`src/design/tcsf_pkg.sv`:
```
//------------------------------------------------------------
// Overview of operation
// - External trigger sets flag until status read
// - Capture B load flag, capture mode only
// - Capture A load flag, capture mode only
// - C compare flag in both modes
// - B compare flag, waveform mode only
// - A compare flag, waveform mode only
// - Second unread capture load sets overrun flag
// - Counter overflow flag until status read
//------------------------------------------------------------
package tcsf_pkg;
  localparam int ADDR_W = 4;
  localparam int DATA_W = 32;
  // Register offsets (byte addresses)
  localparam logic [ADDR_W-1:0] OFS_STATUS = 4'h0;
  localparam logic [ADDR_W-1:0] OFS_MASK = 4'h4;
  localparam logic [ADDR_W-1:0] OFS_MODE = 4'h8;
  // Status bit positions
  localparam int BIT_COVF = 0;
  localparam int BIT_LOVR = 1;
  localparam int BIT_CPA = 2;
  localparam int BIT_CPB = 3;
  localparam int BIT_CPC = 4;
  localparam int BIT_LDRA = 5;
  localparam int BIT_LDRB = 6;
  localparam int BIT_ETRG = 7;
  localparam int FLAG_W = 8;
  // Reset values
  localparam logic [FLAG_W-1:0] RST_STATUS = 8'h00;
  localparam logic [FLAG_W-1:0] RST_MASK = 8'h00;
  localparam logic RST_WAVE = 1'b0;
endpackage

```
`src/design/tcsf_overrun.sv`:
```
`timescale 1ns/1ps
module tcsf_overrun (
  input wire logic i_clk,
  input wire logic i_sys_rst,
  input wire logic i_load,
  input wire logic i_reg_read,
  output logic o_overrun
);
  typedef struct packed {
    logic unread;
  } tcsf_ovr_state_t;
  tcsf_ovr_state_t st;
  tcsf_ovr_state_t next_st;
  logic ovr;
  // Overrun when a load finds the previous value still unread
  always_comb begin
    next_st = st;
    ovr = i_load & st.unread;
    if (i_load) begin
      next_st.unread = 1'b1;
    end else if (i_reg_read) begin
      next_st.unread = 1'b0;
    end
  end
  always_ff @(posedge i_clk or posedge i_sys_rst) begin
    if (i_sys_rst) begin
      st <= '0;
    end else begin
      st <= next_st;
    end
  end
  assign o_overrun = ovr;
endmodule

```
`src/design/tcsf_flag.sv`:
```
`timescale 1ns/1ps
module tcsf_flag (
  input wire logic i_clk,
  input wire logic i_sys_rst,
  input wire logic i_set,
  input wire logic i_clear,
  output logic o_flag
);
  typedef struct packed {
    logic flag;
  } tcsf_flag_state_t;
  tcsf_flag_state_t st;
  tcsf_flag_state_t next_st;
  // Set wins over clear so no event is dropped
  always_comb begin
    next_st = st;
    if (i_set) begin
      next_st.flag = 1'b1;
    end else if (i_clear) begin
      next_st.flag = 1'b0;
    end
  end
  always_ff @(posedge i_clk or posedge i_sys_rst) begin
    if (i_sys_rst) begin
      st <= '0;
    end else begin
      st <= next_st;
    end
  end
  assign o_flag = st.flag;
endmodule

```
`src/design/tcsf_status.sv`:
```
// The register addresses and the plain strobed port are this design's own decisions.
`timescale 1ns/1ps
module tcsf_status (
  input wire logic i_clk,
  input wire logic i_sys_rst,
  input wire logic [tcsf_pkg::ADDR_W-1:0] i_addr,
  input wire logic [tcsf_pkg::DATA_W-1:0] i_wdata,
  input wire logic i_wr,
  input wire logic i_rd,
  output logic [tcsf_pkg::DATA_W-1:0] o_rdata,
  output logic o_irq,
  output logic o_waveform_mode_select,
  input wire logic i_ext_trigger,
  input wire logic i_load_a,
  input wire logic i_load_b,
  input wire logic i_read_reg_a,
  input wire logic i_read_reg_b,
  input wire logic i_match_a,
  input wire logic i_match_b,
  input wire logic i_match_c,
  input wire logic i_overflow
);
  localparam int FW = tcsf_pkg::FLAG_W;

  //------------------------------------------------------------
  // State
  //------------------------------------------------------------
  typedef struct packed {
    logic [FW-1:0] mask;
    logic wave;
    logic [tcsf_pkg::DATA_W-1:0] rdata;
  } tcsf_state_t;
  tcsf_state_t st;
  tcsf_state_t next_st;

  logic [FW-1:0] set_vec;
  logic [FW-1:0] flags;
  logic status_rd;
  logic ovr_a;
  logic ovr_b;

  function automatic logic hit(input logic [tcsf_pkg::ADDR_W-1:0] a,
                               input logic [tcsf_pkg::ADDR_W-1:0] ofs);
    hit = (a == ofs);
  endfunction

  // Mode-exclusive flags read as zero in the other mode; stored bit kept
  function automatic logic [FW-1:0] visible(input logic [FW-1:0] f,
                                            input logic wave);
    logic [FW-1:0] m;
    m = '1;
    if (wave) begin
      m[tcsf_pkg::BIT_LDRB] = 1'b0;
      m[tcsf_pkg::BIT_LDRA] = 1'b0;
      m[tcsf_pkg::BIT_LOVR] = 1'b0;
    end else begin
      m[tcsf_pkg::BIT_CPB] = 1'b0;
      m[tcsf_pkg::BIT_CPA] = 1'b0;
    end
    visible = f & m;
  endfunction

  assign status_rd = i_rd & hit(i_addr, tcsf_pkg::OFS_STATUS);

  //------------------------------------------------------------
  // Overrun detection per capture register
  //------------------------------------------------------------
  tcsf_overrun u_ovr_a (
    .i_clk(i_clk),
    .i_sys_rst(i_sys_rst),
    .i_load(i_load_a & ~st.wave),
    .i_reg_read(i_read_reg_a),
    .o_overrun(ovr_a)
  );
  tcsf_overrun u_ovr_b (
    .i_clk(i_clk),
    .i_sys_rst(i_sys_rst),
    .i_load(i_load_b & ~st.wave),
    .i_reg_read(i_read_reg_b),
    .o_overrun(ovr_b)
  );

  //------------------------------------------------------------
  // Event gating by mode
  //------------------------------------------------------------
  always_comb begin
    set_vec = '0;
    set_vec[tcsf_pkg::BIT_ETRG] = i_ext_trigger;
    set_vec[tcsf_pkg::BIT_LDRB] = i_load_b & ~st.wave;
    set_vec[tcsf_pkg::BIT_LDRA] = i_load_a & ~st.wave;
    set_vec[tcsf_pkg::BIT_CPC] = i_match_c;
    set_vec[tcsf_pkg::BIT_CPB] = i_match_b & st.wave;
    set_vec[tcsf_pkg::BIT_CPA] = i_match_a & st.wave;
    set_vec[tcsf_pkg::BIT_LOVR] = ovr_a | ovr_b;
    set_vec[tcsf_pkg::BIT_COVF] = i_overflow;
  end

  // Flags cleared only by a status read
  genvar g;
  generate
    for (g = 0; g < FW; g++) begin : g_flag
      tcsf_flag u_flag (
        .i_clk(i_clk),
        .i_sys_rst(i_sys_rst),
        .i_set(set_vec[g]),
        .i_clear(status_rd),
        .o_flag(flags[g])
      );
    end
  endgenerate

  //------------------------------------------------------------
  // Register bus
  //------------------------------------------------------------
  always_comb begin
    next_st = st;
    next_st.rdata = '0;
    if (i_wr) begin
      if (hit(i_addr, tcsf_pkg::OFS_MASK)) begin
        next_st.mask = i_wdata[FW-1:0];
      end else if (hit(i_addr, tcsf_pkg::OFS_MODE)) begin
        next_st.wave = i_wdata[0];
      end
    end
    if (i_rd) begin
      case (i_addr)
        tcsf_pkg::OFS_STATUS: begin
          next_st.rdata = {{(tcsf_pkg::DATA_W-FW){1'b0}}, visible(flags, st.wave)};
        end
        tcsf_pkg::OFS_MASK: next_st.rdata = {{(tcsf_pkg::DATA_W-FW){1'b0}}, st.mask};
        tcsf_pkg::OFS_MODE: next_st.rdata = {{(tcsf_pkg::DATA_W-1){1'b0}}, st.wave};
        default: next_st.rdata = '0;
      endcase
    end
  end

  always_ff @(posedge i_clk or posedge i_sys_rst) begin
    if (i_sys_rst) begin
      st.mask <= tcsf_pkg::RST_MASK;
      st.wave <= tcsf_pkg::RST_WAVE;
      st.rdata <= '0;
    end else begin
      st <= next_st;
    end
  end

  assign o_rdata = st.rdata;
  // Interrupt follows what software would read, not the stored bits
  assign o_irq = |(visible(flags, st.wave) & st.mask);
  assign o_waveform_mode_select = st.wave;
endmodule

```
`config.mk`:
```
export PLATFORM = sky130hd
export DESIGN_NAME = tcsf_status
export DESIGN_NICKNAME = d
export VERILOG_FILES = /design/src/design/tcsf_pkg.sv /design/src/design/tcsf_overrun.sv /design/src/design/tcsf_flag.sv /design/src/design/tcsf_status.sv
export SDC_FILE = /design/constraint.sdc
export NUM_CORES = 1
export LEC_CHECK = 0
export BUFFER_PORTS_ARGS = -buffer_cell sky130_fd_sc_hd__buf_4
export CAP_MARGIN = 20
export CORE_ASPECT_RATIO = 0.8
export CORE_MARGIN = 10
export CORE_UTILIZATION = 39
export CTS_CLUSTER_DIAMETER = 40
export DETAILED_ROUTE_END_ITERATION = 7
export PLACE_DENSITY_LB_ADDON = 0.1
export SLEW_MARGIN = 20
export SYNTH_ARGS = -nofsm -noshare
export SYNTH_HDL_FRONTEND = slang
export SYNTH_HIERARCHICAL = 1
export SYNTH_SLANG_ARGS = --single-unit
```
`constraint.sdc`:
```
create_clock -name i_clk -period 1.4 [get_ports i_clk]
set_clock_uncertainty 0.15 [all_clocks]
set_input_delay 0.14 -clock i_clk [delete_from_list [all_inputs] [get_ports i_clk]]
set_output_delay 0.14 -clock i_clk [all_outputs]
set_load 0.005 [all_outputs]
```
==> Yosys cells after proc, flatten, opt, wreduce, memory -nomap -nowiden <==
Cells that the tools add are included.
{ "classes": {"addsub": 0, "mul": 0, "div": 0, "order_cmp": 0, "eq_ne": 2, "n_shift": 0, "mux": 24, "bitwise": 13, "n_reduce_logical": 14} }
{ "ops": {"columns": ["operator", "count"], "rows": [
  ["AND 8 bit", 3],
  ["one-hot mux 8 bit (3 select lines)", 1],
  ["nonzero test 2 bit", 10],
  ["2-to-1 mux 1 bit", 16],
  ["2-to-1 mux 2 bit", 6],
  ["2-to-1 mux 8 bit", 1],
  ["OR reduction 8 bit", 1],
  ["AND 1 bit", 7],
  ["equality test 4 x 3 -> 1 bit, second input constant", 1],
  ["equality test 4 bit, second input constant", 1],
  ["zero test 4 bit", 1],
  ["AND reduction 3 bit", 1],
  ["NOT 1 bit", 2],
  ["AND reduction 2 bit", 1],
  ["OR 1 bit", 1]
]} }
{ "word_totals": {"regBits": 51, "latchBits": 0, "ram_bits": 0, "mem_bits_ro": 0, "in_bits": 49, "output_inout_bits": 34, "elab_cells": 66, "mem_count": 0} }

==> Logic depth before layout (Yosys ltp) <==
Gate-level depths: netlist of run 1.
{ "logic_depth": {"ltp_word": 6, "depth_mapped": 5, "mapped_depth_nobuf": 5} }

==> Modules after synthesis <==
The synthesis of run 1 kept the hierarchy.
{ "modules_own_cells": {"columns": ["mod", "instances", "cells_per_inst", "area_per_inst_um2"], "rows": [
  ["tcsf_status", 1, 99, 1041.0],
  ["tcsf_flag", 8, 4, 40.0],
  ["tcsf_overrun", 2, 5, 46.3]
]} }

==> Least setup slack after synthesis of run 1 <==
No wires, ideal clock.
{ "synth_timing": {"path_type": "register to register", "startpoint": "register st (netlist bit o_waveform_mode_select)", "endpoint": "register g_flag[1].u_flag.st", "setup_ns": 0.118, "arrival_time_ns": 1.269, "setup_slack_ns": -0.137, "stages_incl_launch_ff": 6, "n_path_buf": 1, "path_cell_list": "dfrtp_1 clkbuf_1 nor2b_1 and2_1 or2_2 a21o_1"} }
{ "synth_between": {"elab_chain_len": 5, "word_cells_on_any_way": 8, "classes_between": "mux: 1; bitwise: 6; reduce/logical: 1"} }
{ "synth_lines": {"columns": ["item", "line_no", "source"], "rows": [
  ["from (decl)", "tcsf_status.sv:33", "tcsf_state_t st;"],
  ["from (signal assigned)", "tcsf_status.sv:143", "st <= next_st;"],
  ["NOT 1 bit *", null, null],
  ["AND 1 bit *", null, null],
  ["via set_vec[6]", "tcsf_status.sv:36", "logic [FW-1:0] set_vec;"],
  ["AND 1 bit *", "tcsf_overrun.sv:18", "ovr = i_load & st.unread;"],
  ["via ovr_b", "tcsf_status.sv:40", "logic ovr_b;"],
  ["OR 1 bit *", "tcsf_status.sv:94", "set_vec[tcsf_pkg::BIT_LOVR] = ovr_a | ovr_b;"],
  ["via set_vec[1]", "tcsf_status.sv:36", null],
  ["2-to-1 mux 1 bit or nonzero test 2 bit (tied branches)", null, null],
  ["to (signal assigned)", "tcsf_flag.sv:27", "st <= next_st;"],
  ["to (decl)", "tcsf_flag.sv:12", "tcsf_flag_state_t st;"]
]} }
The timed path passes the listed nets; every way through them passes the cells marked *.
A chain may end at the register's enable or synchronous reset.

==> Final worst setup path of run 1 <==
{ "layout_timing": {"startpoint": "register st (netlist bit o_waveform_mode_select)", "endpoint": "output port o_irq"} }
{ "layout_between": {"elab_chain_len": 4, "word_cells_on_any_way": 6, "classes_between": "mux: 3; bitwise: 2; reduce/logical: 1"} }
{ "layout_lines": {"columns": ["item", "line_no", "source"], "rows": [
  ["2-to-1 mux 1 bit or 2-to-1 mux 2 bit (tied branches)", "tcsf_status.sv:52", "if (wave) begin"],
  ["AND 8 bit *", "tcsf_status.sv:60", "visible = f & m;"],
  ["AND 8 bit *", "tcsf_status.sv:149", "assign o_irq = |(visible(flags, st.wave) & st.mask);"],
  ["OR reduction 8 bit *", "tcsf_status.sv:149", null],
  ["to (decl)", "tcsf_status.sv:11", "output logic o_irq,"]
]} }
Mark *: on every way between the ends. The rest lies on a longest branch, timed or not.

==> flow_summary.json, run 1 <==
{
  "clock-sinks": 27,
  "grt_usage_pct": 9.56,
  "timing.fmax_mhz": 635,
  "synth-compound-area-share_pct": 10.8,
  "finalCriticalPeriod_ns": 1.57,
  "synth_adder_area_share_pct": 0,
  "grt_max_degree": 18,
  "synth_seq_cells": 27,
  "synth_top_area_share_pct": 46.5,
  "fin_crit_sh_pct": 112,
  "io_pins": 83,
  "avgSynthCellArea_um2": 10.3,
  "fillCellCount": 329,
  "cts_tree": "built",
  "cts.htree.levels": 1,
  "layout.cells.non_filler": 236,
  "worstSetupEndpointType": "output pin",
  "drv_cap": 0,
  "postLayoutSetupSlackWorst_ns": -0.175,
  "finalMaxSlewViolations": 0,
  "async_reset_ff_share_pct": 100,
  "power_density_nw_per_um2": 998,
  "rrSetupSlack_ns": -0.02,
  "row_count": 19,
  "ir_drop_mv": 0.547,
  "muxShareOfSynthArea_pct": 9.04,
  "core_area_um2": 3520,
  "vias": 1029,
  "gp_congestion": 0.745,
  "clk_pin_slew_ns": 0.09,
  "place_ws_ns": 0.000243,
  "yosys.area_share.xor_xnor_pct": 0,
  "multi_input_area_um2": 551,
  "drtAntennaViolNets": 0,
  "ys_seq_area_share_pct": 46.5,
  "synth_top_area_cell": "dfrtp_1",
  "routed_wl_mm": 3.32,
  "crit_fanout": 4,
  "violations": "negative setup slack",
  "synth-simple-area-share_pct": 10.7,
  "critPathKind": "register to output pin",
  "synth_cell_type_count": 24,
  "hold_viol_final": 0,
  "cts_buffer_depth": 2,
  "hpwl_mm": 2.61,
  "worstPathArrival_ns": 1.28,
  "leakage_nw": 0.978,
  "first_pass_iters": 5,
  "die_width_um": 88.3,
  "drc_errors": 0,
  "drive_above_1_share_pct": 33.0,
  "final_core_util_pct": 54.0,
  "cts_buffers": 3,
  "final_nets": 244,
  "antenna_found_initial": 0,
  "die-area_um2": 6590,
  "netlist_instances": 141,
  "grt-ovfl-total": 0,
  "hold_end": "g_flag[3].u_flag/o_flag",
  "start_util_pct": 41.3,
  "dp_cells": 212,
  "register_area_um2": 677,
  "synthFlopType": "dfrtp_1",
  "crit_path_start_kind": "register",
  "r2r-end": "g_flag[1].u_flag/o_flag",
  "required_ns": 1.11,
  "yosysMostFrequentCell": "buf_4",
  "grt_pass1_wl_mm": 5.01,
  "syn-cell-area_um2": 1450,
  "synth_top_family_by_area": "buffers and inverters",
  "hold_path_depth": 3,
  "die_h_um": 74.6,
  "r2r.worst_path.cells": 5,
  "holdCritPathClass": "input pin to register",
  "grt_pass1_vias": 1085,
  "yosys_warnings": 6,
  "synthTopCellsByArea": "dfrtp_1, buf_4, mux2_2",
  "reg2reg_from": "o_waveform_mode_select",
  "clock_latency_ns": 0.27,
  "outcome": "finished with violations",
  "syn_to_final_growth_pct": 30.7,
  "yosys-top-cells-count": "buf_4, dfrtp_1, inv_1, a21o_1",
  "cts_root_buffer": "clkbuf_8",
  "wl_per_cell_um": 14.1,
  "drt-initial-drc-count": 47,
  "io_buffers": 34,
  "setup_viol": 3,
  "antennaDiodeCount": 0,
  "rsz0062_at_grt": "true",
  "via_per_inst": 4.36,
  "synth-edff-count": 0,
  "hold_start": "i_match_b"
}
## final cells by class
cell class	count	area share, %
timing repair buffer	60	26.1
inverter	21	4.15
multi-input combinational	82	29.0
clock inverter	1	0.263
clock buffer	3	2.17
sequential	27	35.6
tap	42	2.76
## power breakdown
group	switching [mW]	internal (mW)
Sequential	0.0801	0.874
Combinational	0.194	0.306
Clock	0.243	0.199
## flip-flops by register name (all words and copies together), names as in the netlist
name	count
g_flag.u_flag/o_flag	8
st	8
o_rdata	8
o_waveform_mode_select	1
u_ovr_a/st	1
u_ovr_b/st	1
## how the worst max path moves through the flow
stage                                 startpoint  slack, ns                 endpoint
after floorplan           o_waveform_mode_select      0.003  g_flag[1].u_flag/o_flag
after global placement    o_waveform_mode_select       0.02  g_flag[1].u_flag/o_flag
after detailed placement  o_waveform_mode_select     0.0002  g_flag[1].u_flag/o_flag
after CTS                 o_waveform_mode_select      -0.17                    o_irq
after global routing      o_waveform_mode_select      -0.23                    o_irq
final                     o_waveform_mode_select      -0.17                    o_irq
## cells by family after synthesis
| group | Yosys count |
|---|---|
| buf+inv | 55 |
| mux | 12 |
| flops | 27 |
| other cells | 1 |
| compound gates | 21 |
| simple gates | 25 |
## worst max-delay path, cell delays in order, from the launching register on
cell and delay [ns]:
dfrtp_2 0.43, buf_6 0.13, a21oi_4 0.09, a22o_1 0.15, nand2_1 0.07, buf_6 0.13
## placed cells by master, fill, tap and decap left out, drive strengths merged, types with 4 or more instances in the layout
master	n
a21o	10
a22oi	6
and2	4
buf	45
conb	24
dfrtp	27
dlygate4sd3	15
inv	21
mux2	9
nor2	10
nor2b	4
## layer usage
metal	part of all wire [%]	global-route usage [%]	routed length (um)	vias to the layer above
li1	-	-	-	506
met4	0.90	1.97	30	0
met1	42	11.1	1380	472
met3	9.2	3.88	304	4
met2	48	16.3	1600	47
met5	0	0	0	-
## through the flow
step           setup TNS [ns]  cell area (um^2)  total power [mW]  hold WS [ns]
3_5_place_dp                0              1640              1.35        -0.100
4_1_cts                -0.204              1880              1.88        0.0116
2_1_floorplan               0              1550              1.24        -0.281
6_report               -0.204              1900              1.90        0.0150
5_1_grt                -0.352              1900              2.01        0.0165
3_3_place_gp                0              1640              1.34        -0.102
## what timing repair did
action / in CTS / in global routing
setup endpoints to repair: 2 / 3
cloned: 0 / 0
setup buffers: 4 / 1
hold buffers: 15 / 0
pin swaps: 2 / 1
hold endpoints to repair: 42 / 0
resized for setup: 4 / 2
(Power assumes the default switching activity.)
==> run 2, diff against run 1 <==
Settings changed: ABC_AREA set to 1, CORE_ASPECT_RATIO 0.8 to 1.2, CORE_UTILIZATION 39 to 41, SETUP_SLACK_MARGIN set to 0.05.
==> run 2 against run 1 <==
The run still ends with negative setup slack left. Worst hold slack improved by 0.013 ns. Total power up 0.98%. Non-clock buffer count increased by 11. Global-route usage grew 1.5 points. Design area up 11%. Clock power decreased by 2%. Count of clock-buffer cells in the layout up 1. First-iteration DRC count is 36% lower. Worst setup slack better by 0.081 ns. Sequential cell count stayed put. Critical path type unchanged.
==> flow_summary.json, run 2 <==
{
  "die_h_um": 88.3,
  "routed_wl_mm": 3.74,
  "grt_usage_pct": 11.1,
  "cts_buffers": 3,
  "final_cell_mix": "buf_4, nand2_1, inv_1, dfrtp_1, conb_1",
  "vias": 1316,
  "clock_latency_ns": 0.27,
  "crit_start": "o_waveform_mode_select",
  "start_util_pct": 43.1,
  "synthTopCellsByArea": "dfrtp_1, buf_4, nand2_1",
  "die-area_um2": 6780,
  "core_area_um2": 3690,
  "io_pins": 83,
  "cts.htree.levels": 1,
  "critPathKind": "register to output pin",
  "gp_congestion": 0.788,
  "worstSetupEndpointType": "output pin",
  "grt_max_degree": 18,
  "final_nets": 319,
  "wl_per_cell_um": 11.7,
  "timing.fmax_mhz": 669,
  "antenna_found_initial": 0,
  "synth_cell_type_count": 19,
  "synth_top_area_cell": "dfrtp_1",
  "grt_pass1_vias": 1409,
  "drive_above_1_share_pct": 24.9,
  "via_per_inst": 4.10,
  "crit_fanout": 6,
  "yosysMostFrequentCell": "nand2_1",
  "r2r.worst_path.cells": 8,
  "antennaDiodeCount": 0,
  "drt-initial-drc-count": 30,
  "netlist_instances": 206,
  "yosys-top-cells-count": "nand2_1, inv_1, buf_4, dfrtp_1, nand3_1",
  "syn-cell-area_um2": 1590,
  "setup_tns_ns": -0.109,
  "syn_to_final_growth_pct": 32.1,
  "setup_viol": 2,
  "reg2reg_from": "o_waveform_mode_select",
  "leakage_nw": 1.19,
  "hpwl_mm": 2.93,
  "die_width_um": 76.9,
  "grt-ovfl-total": 0,
  "required_ns": 1.11,
  "rrSetupSlack_ns": -0.01,
  "violations": "negative setup slack",
  "clk_pin_slew_ns": 0.09,
  "crit_path_start_kind": "register",
  "holdCritPathClass": "input pin to register",
  "fillCellCount": 384,
  "ys_seq_area_share_pct": 42.5,
  "finalCriticalPeriod_ns": 1.49,
  "avgSynthCellArea_um2": 7.73,
  "synth_top_area_share_pct": 42.5,
  "synthFlopType": "dfrtp_1",
  "io_buffers": 34,
  "fin_crit_sh_pct": 107,
  "grt_pass1_wl_mm": 6.26,
  "cts_buffer_depth": 2,
  "row_count": 24,
  "yosys_warnings": 6,
  "holdWs_ns": 0.0281,
  "cts_root_buffer": "clkbuf_8",
  "synth_seq_cells": 27,
  "final_common_cell": "buf_4",
  "drv_cap": 0,
  "r2r-end": "g_flag[1].u_flag/o_flag",
  "async_reset_ff_share_pct": 100,
  "hold_viol_final": 0,
  "clock-sinks": 27,
  "crit_end": "o_irq",
  "first_pass_iters": 4,
  "outcome": "finished with violations",
  "cts_tree": "built",
  "rsz0062_at_grt": "true",
  "postLayoutSetupSlackWorst_ns": -0.0940,
  "worstPathArrival_ns": 1.20,
  "synth-edff-count": 0,
  "drtAntennaViolNets": 0,
  "ir_drop_mv": 0.545,
  "place_ws_ns": 0.0510,
  "finalMaxSlewViolations": 0,
  "power_density_nw_per_um2": 911,
  "hold_path_depth": 3,
  "drc_errors": 0
}
==> run 2: cell types whose count changed after synthesis, moves of 8 or more <==
cell | before | now
a21o_1 | 10 | 0
o21ai_0 | 0 | 8
nand3_1 | 1 | 20
nand2_1 | 1 | 46
mux2_2 | 9 | 0
inv_1 | 21 | 42
==> run 2: timing repair <==
item,CTS,global route
setup endpoints to repair,3,2
gates resized for setup,1,3
pin swaps,1,1
hold endpoints to repair,44,0
hold buffers,17,0
setup buffers,2,1
==> run 2: power breakdown <==
group          switching, mW  internal, mW
registers             0.0943         0.881
logic                  0.233         0.273
clock network          0.231         0.204
==> run 2: through the flow <==
stage                     instances  cell area, um^2  power [mW]  util (%)
after floorplan                 229             1680        1.23         -
after global placement          297             1850        1.42      50.1
after detailed placement        297             1850        1.42      50.1
after CTS                       320             2080        1.92      56.3
after global routing            321             2100        2.05      56.9
final                           321             2100        1.92      56.9
==> run 2: metal layers <==
layer / global-route usage (%) / up-vias / share of wire, %
met4: 2.54 / 0 / 0.69
met2: 22.0 / 41 / 52
met1: 11.1 / 579 / 39
li1: - / 692 / -
met3: 3.45 / 4 / 7.6
met5: 0 / - / 0
==> run 2: cell families (layout without fill, tap and decap cells) <==
group	after synthesis	in the layout	share of synthesized area, %
buffers and inverters	78	118	27.5
other	1	24	0.236
AOI/OAI and AO/OA	16	16	5.03
and+or+nand+nor	84	84	24.8
DFF	27	27	42.5
==> run 2: layout make-up <==
| type | instances | area (um^2) | area share [%] |
|---|---|---|---|
| Tap cell | 52 | 65.1 | 3.10 |
| Timing Repair Buffer | 71 | 579 | 27.6 |
| Clock buffer | 4 | 45.0 | 2.14 |
| Multi-Input combinational cell | 124 | 574 | 27.3 |
| Inverter | 43 | 161 | 7.68 |
| Sequential cell | 27 | 677 | 32.2 |
==> run 2: critical path: stages, from the launching register on <==
cell	delay (ns)
dfrtp_2	0.47
nand3_2	0.08
nand2_1	0.05
nor2_1	0.09
nand4_1	0.10
buf_4	0.15
==> run 2: worst min-delay path by stage <==
stage                   start                 endpoint
global placement    i_sys_rst               u_ovr_a/st
detailed placement  i_sys_rst               u_ovr_a/st
global route             i_wr   o_waveform_mode_select
floorplan           i_sys_rst  g_flag[0].u_flag/o_flag
CTS                      i_wr   o_waveform_mode_select
finish                   i_wr   o_waveform_mode_select
